File: src/line_global_pkg.sv
// Constants, types and register map of the line unit global control block
// Summary of operation
// - Gate low: no interrupt on the pin
// - Gate high: only enabled sources raise interrupt
// - Reset starts after bit held over 10 us
// - Soft reset spares software visible register bits
// - Transmit sync bit: all channels send sync waveform
// - Transmit sync bit overrides other transmit settings
// - Receive sync bit: recovery accepts sync waveform
// - Receive sync clear: equalizer field selects mode
// - All four global bits reset to zero
`default_nettype none
package line_global_pkg;
   // Sizes
   localparam int NUM_CH = 8;
   localparam int ADDR_W = 8;
   localparam int DATA_W = 8;
   localparam int EQ_W = 5;
   localparam int SHAPE_W = 3;
   localparam int CNT_W = 9;
   // Register offsets
   localparam logic [ADDR_W-1:0] OFF_CTRL_A = 8'h00;
   localparam logic [ADDR_W-1:0] OFF_CTRL_B = 8'h01;
   localparam logic [ADDR_W-1:0] OFF_IRQ_STATUS = 8'h02;
   localparam logic [ADDR_W-1:0] OFF_IRQ_MASK = 8'h03;
   localparam logic [ADDR_W-1:0] OFF_STATE = 8'h04;
   // Field positions
   localparam int BIT_SOFT_RESET = 0;
   localparam int BIT_IRQ_GATE = 1;
   localparam int BIT_RX_SYNC = 6;
   localparam int BIT_TX_SYNC = 7;
   localparam int BIT_RESET_ACTIVE = 0;
   localparam int BIT_HOLD_COUNTING = 1;
   // Writable bits and reset values
   localparam logic [DATA_W-1:0] CTRL_A_WMASK = 8'h03;
   localparam logic [DATA_W-1:0] CTRL_B_WMASK = 8'hc0;
   localparam logic [DATA_W-1:0] REG_RESET = 8'h00;
   localparam logic [DATA_W-1:0] READ_ZERO = 8'h00;
   // Soft reset hold time, least time rounds up
   localparam int CLK_MHZ = 40;
   localparam int HOLD_NS = 10000;
   localparam logic [CNT_W-1:0] HOLD_CYCLES =
      CNT_W'((HOLD_NS * CLK_MHZ + 999) / 1000);
   localparam logic [CNT_W-1:0] CNT_ZERO = 9'h000;
   localparam logic [CNT_W-1:0] CNT_ONE = 9'h001;
   // Soft reset sequencer states
   typedef enum logic [2:0] {
      SR_IDLE = 3'b001,
      SR_COUNT = 3'b010,
      SR_RESET = 3'b100
   } soft_reset_state_t;
endpackage
`default_nettype wire

File: src/gc_link_if.sv
// Carrier between the global control top and its two helper modules
`timescale 1ns/1ps
`default_nettype none
interface gc_link_if;
   logic ce;
   logic rst;
   logic srst_req;
   logic device_reset;
   logic hold_counting;
   logic [line_global_pkg::NUM_CH-1:0] events;
   logic [line_global_pkg::NUM_CH-1:0] clr;
   logic [line_global_pkg::NUM_CH-1:0] mask;
   logic [line_global_pkg::NUM_CH-1:0] status;
   logic gate;
   logic irq;
   modport timer_mp (input ce, rst, srst_req,
                     output device_reset, hold_counting);
   modport irq_mp (input ce, rst, events, clr, mask, gate,
                   output status, irq);
   modport ctrl_mp (output ce, rst, srst_req, events, clr, mask, gate,
                    input device_reset, hold_counting, status, irq);
endinterface
`default_nettype wire

File: src/soft_reset_timer.sv
// Soft reset hold timer and device reset sequencer
`timescale 1ns/1ps
`default_nettype none
module soft_reset_timer (
   input wire logic clk_in,
   gc_link_if.timer_mp link
);
   typedef struct packed {
      line_global_pkg::soft_reset_state_t state_ff;
      logic [line_global_pkg::CNT_W-1:0] cnt_ff;
   } timer_state_t;

   timer_state_t st;
   timer_state_t nxt_st;

   // Count the hold, then stay in reset until the bit drops
   always_comb begin
      nxt_st = st;
      case (st.state_ff)
         line_global_pkg::SR_IDLE: begin
            if (link.srst_req) begin
               nxt_st.state_ff = line_global_pkg::SR_COUNT;
               nxt_st.cnt_ff = line_global_pkg::CNT_ONE;
            end
         end
         line_global_pkg::SR_COUNT: begin
            if (!link.srst_req) begin
               nxt_st.state_ff = line_global_pkg::SR_IDLE;
               nxt_st.cnt_ff = line_global_pkg::CNT_ZERO;
            end else if (st.cnt_ff > line_global_pkg::HOLD_CYCLES) begin
               nxt_st.state_ff = line_global_pkg::SR_RESET;
            end else begin
               nxt_st.cnt_ff = st.cnt_ff + line_global_pkg::CNT_ONE;
            end
         end
         line_global_pkg::SR_RESET: begin
            if (!link.srst_req) begin
               nxt_st.state_ff = line_global_pkg::SR_IDLE;
               nxt_st.cnt_ff = line_global_pkg::CNT_ZERO;
            end
         end
         default: begin
            nxt_st.state_ff = line_global_pkg::SR_IDLE;
            nxt_st.cnt_ff = line_global_pkg::CNT_ZERO;
         end
      endcase
   end

   // State register with clock enable
   always_ff @(posedge clk_in) begin
      if (link.rst) begin
         st.state_ff <= line_global_pkg::SR_IDLE;
         st.cnt_ff <= line_global_pkg::CNT_ZERO;
      end else if (link.ce) begin
         st <= nxt_st;
      end
   end

   assign link.device_reset = (st.state_ff == line_global_pkg::SR_RESET);
   assign link.hold_counting = (st.state_ff == line_global_pkg::SR_COUNT);
endmodule // soft_reset_timer
`default_nettype wire

File: src/irq_gate.sv
// Sticky interrupt status with mask and global gate
`timescale 1ns/1ps
`default_nettype none
module irq_gate (
   input wire logic clk_in,
   gc_link_if.irq_mp link
);
   typedef struct packed {
      logic [line_global_pkg::NUM_CH-1:0] status_ff;
   } irq_state_t;

   irq_state_t st;
   irq_state_t nxt_st;

   // Set wins over a clear in the same cycle
   always_comb begin
      nxt_st = st;
      nxt_st.status_ff = (st.status_ff & ~link.clr) | link.events;
   end

   always_ff @(posedge clk_in) begin
      if (link.rst) begin
         st.status_ff <= '0;
      end else if (link.ce) begin
         st <= nxt_st;
      end
   end

   assign link.status = st.status_ff;
   // Pin only with gate open and source enabled
   assign link.irq = link.gate & (|(st.status_ff & link.mask));
endmodule // irq_gate
`default_nettype wire

File: src/line_global_control.sv
// Global control register bank of the line interface unit
//
// The implementer's own choices: strobed register access and the register addresses.
`timescale 1ns/1ps
`default_nettype none
module line_global_control (
   input wire logic clk_in,
   input wire logic sys_rst_in,
   input wire logic ce_in,
   input wire logic [line_global_pkg::ADDR_W-1:0] reg_addr_in,
   input wire logic [line_global_pkg::DATA_W-1:0] reg_wdata_in,
   input wire logic reg_wr_in,
   input wire logic reg_rd_in,
   output logic [line_global_pkg::DATA_W-1:0] reg_rdata_out,
   input wire logic [line_global_pkg::NUM_CH-1:0] src_event_in,
   input wire logic [line_global_pkg::NUM_CH*line_global_pkg::SHAPE_W-1:0]
      tx_shape_sel_in,
   input wire logic [line_global_pkg::NUM_CH*line_global_pkg::EQ_W-1:0]
      equalizer_control_in,
   output logic irq_out,
   output logic device_reset_out,
   output logic [line_global_pkg::NUM_CH-1:0] tx_sync_waveform_out,
   output logic [line_global_pkg::NUM_CH*line_global_pkg::SHAPE_W-1:0]
      tx_shape_sel_out,
   output logic [line_global_pkg::NUM_CH-1:0] rx_sync_waveform_out,
   output logic [line_global_pkg::NUM_CH*line_global_pkg::EQ_W-1:0]
      equalizer_control_out
);
   localparam int NCH = line_global_pkg::NUM_CH;
   localparam int SW = line_global_pkg::SHAPE_W;
   localparam int EW = line_global_pkg::EQ_W;
   localparam int DW = line_global_pkg::DATA_W;

   // Address match, used by every register decode
   function automatic logic reg_hit(
      input logic [line_global_pkg::ADDR_W-1:0] addr,
      input logic [line_global_pkg::ADDR_W-1:0] off
   );
      reg_hit = (addr == off);
   endfunction

   // Merge writable bits of a write into a stored value
   function automatic logic [line_global_pkg::DATA_W-1:0] merge_bits(
      input logic [line_global_pkg::DATA_W-1:0] old_val,
      input logic [line_global_pkg::DATA_W-1:0] new_val,
      input logic [line_global_pkg::DATA_W-1:0] wmask
   );
      merge_bits = (old_val & ~wmask) | (new_val & wmask);
   endfunction

   // All state of the top in one record
   typedef struct packed {
      logic [DW-1:0] ctrl_a_ff;
      logic [DW-1:0] ctrl_b_ff;
      logic [DW-1:0] mask_ff;
      logic [DW-1:0] rdata_ff;
      logic [NCH-1:0] tx_sync_ff;
      logic [NCH*SW-1:0] tx_shape_ff;
      logic [NCH-1:0] rx_sync_ff;
      logic [NCH*EW-1:0] eq_ff;
   } top_state_t;

   top_state_t st;
   top_state_t nxt_st;

   gc_link_if link ();

   // Per-channel path settings after the global overrides
   logic [NCH-1:0] chan_tx_sync;
   logic [NCH*SW-1:0] chan_tx_shape;
   logic [NCH-1:0] chan_rx_sync;
   logic [NCH*EW-1:0] chan_eq;

   // Decoded strobes
   logic wr_ctrl_a;
   logic wr_ctrl_b;
   logic wr_status;
   logic wr_mask;

   // Global bits seen by the helpers and the channel logic
   logic gate_bit;
   logic srst_bit;
   logic tx_sync_bit;
   logic rx_sync_bit;

   // Read data for the addressed register
   logic [DW-1:0] rd_mux;

   // Write decode
   always_comb begin
      wr_ctrl_a = reg_wr_in & reg_hit(reg_addr_in,
                                      line_global_pkg::OFF_CTRL_A);
      wr_ctrl_b = reg_wr_in & reg_hit(reg_addr_in,
                                      line_global_pkg::OFF_CTRL_B);
      wr_status = reg_wr_in & reg_hit(reg_addr_in,
                                      line_global_pkg::OFF_IRQ_STATUS);
      wr_mask = reg_wr_in & reg_hit(reg_addr_in,
                                    line_global_pkg::OFF_IRQ_MASK);
   end

   // Named views of the global control bits
   assign gate_bit = st.ctrl_a_ff[line_global_pkg::BIT_IRQ_GATE];
   assign srst_bit = st.ctrl_a_ff[line_global_pkg::BIT_SOFT_RESET];
   assign tx_sync_bit = st.ctrl_b_ff[line_global_pkg::BIT_TX_SYNC];
   assign rx_sync_bit = st.ctrl_b_ff[line_global_pkg::BIT_RX_SYNC];

   // Helper wiring through the carrier
   assign link.ce = ce_in;
   assign link.rst = sys_rst_in;
   assign link.srst_req = srst_bit;
   assign link.gate = gate_bit;
   assign link.mask = st.mask_ff[NCH-1:0];
   // Sources are held quiet while the device sits in soft reset
   assign link.events = src_event_in & {NCH{~link.device_reset}};
   assign link.clr = wr_status ? reg_wdata_in[NCH-1:0] : '0;

   // Hold timer for the soft reset request
   soft_reset_timer u_timer (
      .clk_in (clk_in),
      .link (link.timer_mp)
   );

   // Sticky source status and the interrupt pin
   irq_gate u_irq (
      .clk_in (clk_in),
      .link (link.irq_mp)
   );

   // Channel path selection, one copy per channel
   genvar ch;
   generate
      for (ch = 0; ch < NCH; ch = ch + 1) begin : g_chan
         // Transmit sync mode beats the channel's own shape choice
         always_comb begin
            chan_tx_sync[ch] = tx_sync_bit;
            if (tx_sync_bit) begin
               chan_tx_shape[ch*SW +: SW] = '0;
            end else begin
               chan_tx_shape[ch*SW +: SW] = tx_shape_sel_in[ch*SW +: SW];
            end
         end
         // Receive recovery follows sync mode or the equalizer field
         always_comb begin
            chan_rx_sync[ch] = rx_sync_bit;
            if (rx_sync_bit) begin
               chan_eq[ch*EW +: EW] = '0;
            end else begin
               chan_eq[ch*EW +: EW] = equalizer_control_in[ch*EW +: EW];
            end
         end
      end
   endgenerate

   // Read multiplexer, unmapped offsets read zero
   always_comb begin
      rd_mux = line_global_pkg::READ_ZERO;
      if (reg_hit(reg_addr_in, line_global_pkg::OFF_CTRL_A)) begin
         rd_mux = st.ctrl_a_ff;
      end else if (reg_hit(reg_addr_in, line_global_pkg::OFF_CTRL_B)) begin
         rd_mux = st.ctrl_b_ff;
      end else if (reg_hit(reg_addr_in,
                           line_global_pkg::OFF_IRQ_STATUS)) begin
         rd_mux = DW'(link.status);
      end else if (reg_hit(reg_addr_in, line_global_pkg::OFF_IRQ_MASK)) begin
         rd_mux = st.mask_ff;
      end else if (reg_hit(reg_addr_in, line_global_pkg::OFF_STATE)) begin
         rd_mux[line_global_pkg::BIT_RESET_ACTIVE] = link.device_reset;
         rd_mux[line_global_pkg::BIT_HOLD_COUNTING] = link.hold_counting;
      end
   end

   // Next state of the register bank and the channel outputs
   always_comb begin
      nxt_st = st;
      // Register bits survive the soft reset; only writes change them
      if (wr_ctrl_a) begin
         nxt_st.ctrl_a_ff = merge_bits(st.ctrl_a_ff, reg_wdata_in,
                                       line_global_pkg::CTRL_A_WMASK);
      end
      if (wr_ctrl_b) begin
         nxt_st.ctrl_b_ff = merge_bits(st.ctrl_b_ff, reg_wdata_in,
                                       line_global_pkg::CTRL_B_WMASK);
      end
      if (wr_mask) begin
         nxt_st.mask_ff = reg_wdata_in;
      end
      // Read data stand only in the cycle after the strobe
      if (reg_rd_in) begin
         nxt_st.rdata_ff = rd_mux;
      end else begin
         nxt_st.rdata_ff = line_global_pkg::READ_ZERO;
      end
      // Channel settings, returned to defaults while in soft reset
      if (link.device_reset) begin
         nxt_st.tx_sync_ff = '0;
         nxt_st.tx_shape_ff = '0;
         nxt_st.rx_sync_ff = '0;
         nxt_st.eq_ff = '0;
      end else begin
         nxt_st.tx_sync_ff = chan_tx_sync;
         nxt_st.tx_shape_ff = chan_tx_shape;
         nxt_st.rx_sync_ff = chan_rx_sync;
         nxt_st.eq_ff = chan_eq;
      end
   end

   // State register: synchronous reset, frozen while enable is low
   always_ff @(posedge clk_in) begin
      if (sys_rst_in) begin
         st.ctrl_a_ff <= line_global_pkg::REG_RESET;
         st.ctrl_b_ff <= line_global_pkg::REG_RESET;
         st.mask_ff <= line_global_pkg::REG_RESET;
         st.rdata_ff <= line_global_pkg::READ_ZERO;
         st.tx_sync_ff <= '0;
         st.tx_shape_ff <= '0;
         st.rx_sync_ff <= '0;
         st.eq_ff <= '0;
      end else if (ce_in) begin
         st <= nxt_st;
      end
   end

   // Outputs
   assign reg_rdata_out = st.rdata_ff;
   assign irq_out = link.irq;
   assign device_reset_out = link.device_reset;
   assign tx_sync_waveform_out = st.tx_sync_ff;
   assign tx_shape_sel_out = st.tx_shape_ff;
   assign rx_sync_waveform_out = st.rx_sync_ff;
   assign equalizer_control_out = st.eq_ff;
endmodule // line_global_control
`default_nettype wire

File: config.mk
export PLATFORM = sky130hd
export DESIGN_NAME = line_global_control
export DESIGN_NICKNAME = d
export VERILOG_FILES = /design/src/line_global_pkg.sv /design/src/gc_link_if.sv /design/src/soft_reset_timer.sv /design/src/irq_gate.sv /design/src/line_global_control.sv
export SDC_FILE = /design/constraint.sdc
export NUM_CORES = 1
export LEC_CHECK = 0
export ABC_AREA = 0
export ABC_CLOCK_PERIOD_IN_PS = 2700
export BUFFER_PORTS_ARGS = -buffer_cell sky130_fd_sc_hd__buf_4
export CAP_MARGIN = 20
export CELL_PAD_IN_SITES_DETAIL_PLACEMENT = 1
export CELL_PAD_IN_SITES_GLOBAL_PLACEMENT = 1
export CORE_UTILIZATION = 36
export CTS_BUF_LIST = sky130_fd_sc_hd__clkbuf_2
export DETAILED_ROUTE_END_ITERATION = 12
export GPL_TIMING_DRIVEN = 0
export PLACE_DENSITY_LB_ADDON = 0.1
export SETUP_SLACK_MARGIN = 0.15
export SYNTH_ARGS = -nofsm -noshare
export SYNTH_HDL_FRONTEND = slang
export SYNTH_SLANG_ARGS = --single-unit
File: constraint.sdc
create_clock -name clk_in -period 2.7 [get_ports clk_in]
set_input_delay 0.405 -clock clk_in [delete_from_list [all_inputs] [get_ports clk_in]]
set_output_delay 0.405 -clock clk_in [all_outputs]
set_load 0.02 [all_outputs]
==> results.md <==
* Worst-Skew Late Latency at 0.64 ns
* Yosys cell types at 52
* Fraction of layout cells with a size suffix above 1 at 28.1%
* Top Layer Used: met4
* Antenna viol nets, final at 0
* Final-layout fill cell count at 1,430
* Drt first pass iters at 4
* IO Port Bufs at 181
* Worst-case headroom to the max-slew limit at 51.0%
* Most frequent cell after synthesis: dfxtp_1
* First-pass GRT wire length at 26,300 µm
* Final design utilization at 57.7%
* Cells after Synth at 517
* Vias/cell at 5.04
* Top cells by count, synth: dfxtp_1, nor2_1, a21oi_1, nor2b_1, clkbuf_1
* Die W at 114 µm
* Met2 Wirelength at 8820 µm
* Final Hold Viols at 0
* CTS Buf Count at 9
* Total gr overflow at 0
* Root buf cell: clkbuf_2
* Power per cell area at 435 mW/mm²
* P_leak at 0.00298 µW
* Tcrit/Tclk final at 85.8%
* CTS tree: built
* Compound-Gate Fraction of Synth Area at 15.8%
* Post-synth top area cell: dfxtp_1
* # diodes at 0
* Post-Route Setup TNS at 0 ns
* Top_reg_cell synth: dfxtp_1
* Register area share after synthesis at 46.7%
* Worst Path Required at 2.30 ns
* Post-layout min period at 2.32 ns
* Synthesis-to-finish area growth at 54.6%
* Total die area at 0.0131 mm²
* Critical Path Sink Type: output port
* Dominant cells by area after synthesis: dfxtp_1, nor2b_1, a21oi_1
* Total GRT Usage at 26.0%
* Hold WS at 0.105 ns
* Clock Skew at 0.0302 ns
* Post-synth top area share at 46.7%
* Starting DRT DRC Count at 190
* Worst hold path type: in2reg
* Crit path max fanout at 7
* DRT met1 WL at 6720 µm
* Fraction of the mapped netlist area in simple logic gates at 26.5%
* Post-Route WL at 16,900 µm
* Fmax at 432 MHz
* Slew @ Worst Pin at 0.729 ns
* Vias at 4,843
* Initial Utilization at 37.3%
* Async S/R FF share, synth at 0%
* Drt wl/cell at 17.5 µm
* Initial antenna violation count at 0
* Clk buf depth at 2
* Top Ports at 183
* Die Y at 114 µm
* DRC Markers at 0
* Final nets at 884
* Setup repair after global routing missed its margin: no
* Final Wtd Congestion at 0.818
* Seq cells post-synth at 106
* Level count of the clock H-tree at 3
* CORE AREA at 0.0122 mm²
* Critical Path Start Type: register
* Clk slew on worst S/H paths at 0.27 ns
* Post-route insts no fill at 961
* Synth Area in Adders at 0.551%
* Largest family of logic cells by synthesized area: simple AND/OR/NAND/NOR gates
* Synth warn at 0
* Pin count of the biggest net entering global routing at 17
* Endpoints failing setup at 0
* Worst endpoint data arrival time at 1.91 ns
* Mapped cell area at 0.00454 mm²
* Crit Path Class: reg2out
* Pre-CTS setup slack at 0.360 ns
* Post-synthesis net count at 612
* Status: finished, final reports clean
* Num rows at 40
* Worst Setup Slack, final at 0.384 ns
* Max-cap viol count at 0
* Worst vdd rail ir drop at 0.000304 V
* Slew Viols, Final at 0
* Mux contribution to synthesized area at 4.96%
* Vias in the first global route at 5,174
* Clk sink count at 106
* Dpl cells at 866
* Post-synthesis xor/xnor area fraction at 0%
* Hpwl dp at 11,000 µm
* Syn Area/Cell at 8.78 µm²
* Met3 WL at 932 µm
* Number of synthesized flops with an enable pin at 0
==> registers in the layout (all words and copies together), names as in the netlist <==
signal	count
equalizer_control_out	40
tx_sync_waveform_out	1
u_timer.st	12
u_irq.link.status	8
tx_shape_sel_out	24
reg_rdata_out	8
link.srst_req	1
chan_tx_sync	1
link.mask	8
gate_bit	1
rx_sync_waveform_out	1
chan_rx_sync	1
==> layout make-up <==
cell class	count	area (µm²)	share of cell area [%]
clock buffers	10	50.0	0.713
well taps	168	210	2.99
inverters	5	18.8	0.267
plain buffers	45	229	3.26
clock inverters	5	56.3	0.802
repair buffers	261	2160	30.8
flip-flops and latches	106	2120	30.2
multi-input cells	361	2180	31.0
==> report_power, final <==
part,switching [µW],internal (µW)
Combinational,305,315
Clock,540,212
Sequential,45.1,1640
==> routing by layer <==
metal / up-vias / global-route usage [%]
met3: 29 / 7.46
met2: 130 / 47.8
met4: 0 / 9.18
met1: 2369 / 28.2
li1: 2315 / -
met5: - / 0
==> critical path: stages (launching register included) <==
cell	delay [ns]
dfxtp_1	0.48
or3b_1	0.44
inv_1	0.20
buf_4	0.18
==> kinds of logic after synthesis <==
family,Yosys count
adder cells (fa/ha/maj),2
multiplexers,22
AND/OR/NAND/NOR,221
flip-flops,106
buffers and inverters,50
AO/OA/AOI/OAI,116
==> repair_timing <==
action	CTS	global route
hold buffers	80	0
endpoints found under the setup margin	0	9
buffers inserted	0	0
gates resized for setup	0	1
hold endpoints to repair	83	0
==> layout by cell type, fill, tap and decap left out, types with 3 or more instances in the layout <==
cell / count
a21boi_1: 3
a21oi_1: 75
a22oi_1: 5
a32o_1: 8
and3_1: 3
buf_1: 3
buf_4: 195
clkbuf_1: 27
clkbuf_2: 10
dfxtp_1: 106
dlygate4sd3_1: 80
inv_1: 5
mux2_2: 4
mux2i_1: 18
nand2_1: 18
nand2b_1: 9
nand3_1: 8
nand4_1: 4
nor2_1: 85
nor2b_1: 66
nor3_1: 3
nor3b_1: 3
nor4_1: 5
o21a_1: 4
o21ai_0: 3
==> metrics by stage <==
step / total power, µW / instance area (µm²)
after global routing: 3200 / 7020
after CTS: 3070 / 7020
final: 3050 / 7020
after global placement: 2200 / 6110
after detailed placement: 2220 / 6110
after floorplan: 1950 / 4540
==> final timing paths <==
path                     from               end  slack, ns  cells after the start
min reg2reg  reg_rdata_out[4]  reg_rdata_out[4]       0.49                      2
max            u_timer.st[11]  device_reset_out       0.38                      3
max reg2reg    u_timer.st[10]     u_timer.st[0]       0.57                      5
min            reg_addr_in[2]  reg_rdata_out[5]       0.11                      4
No activity file was read; power rests on OpenSTA's default activity.
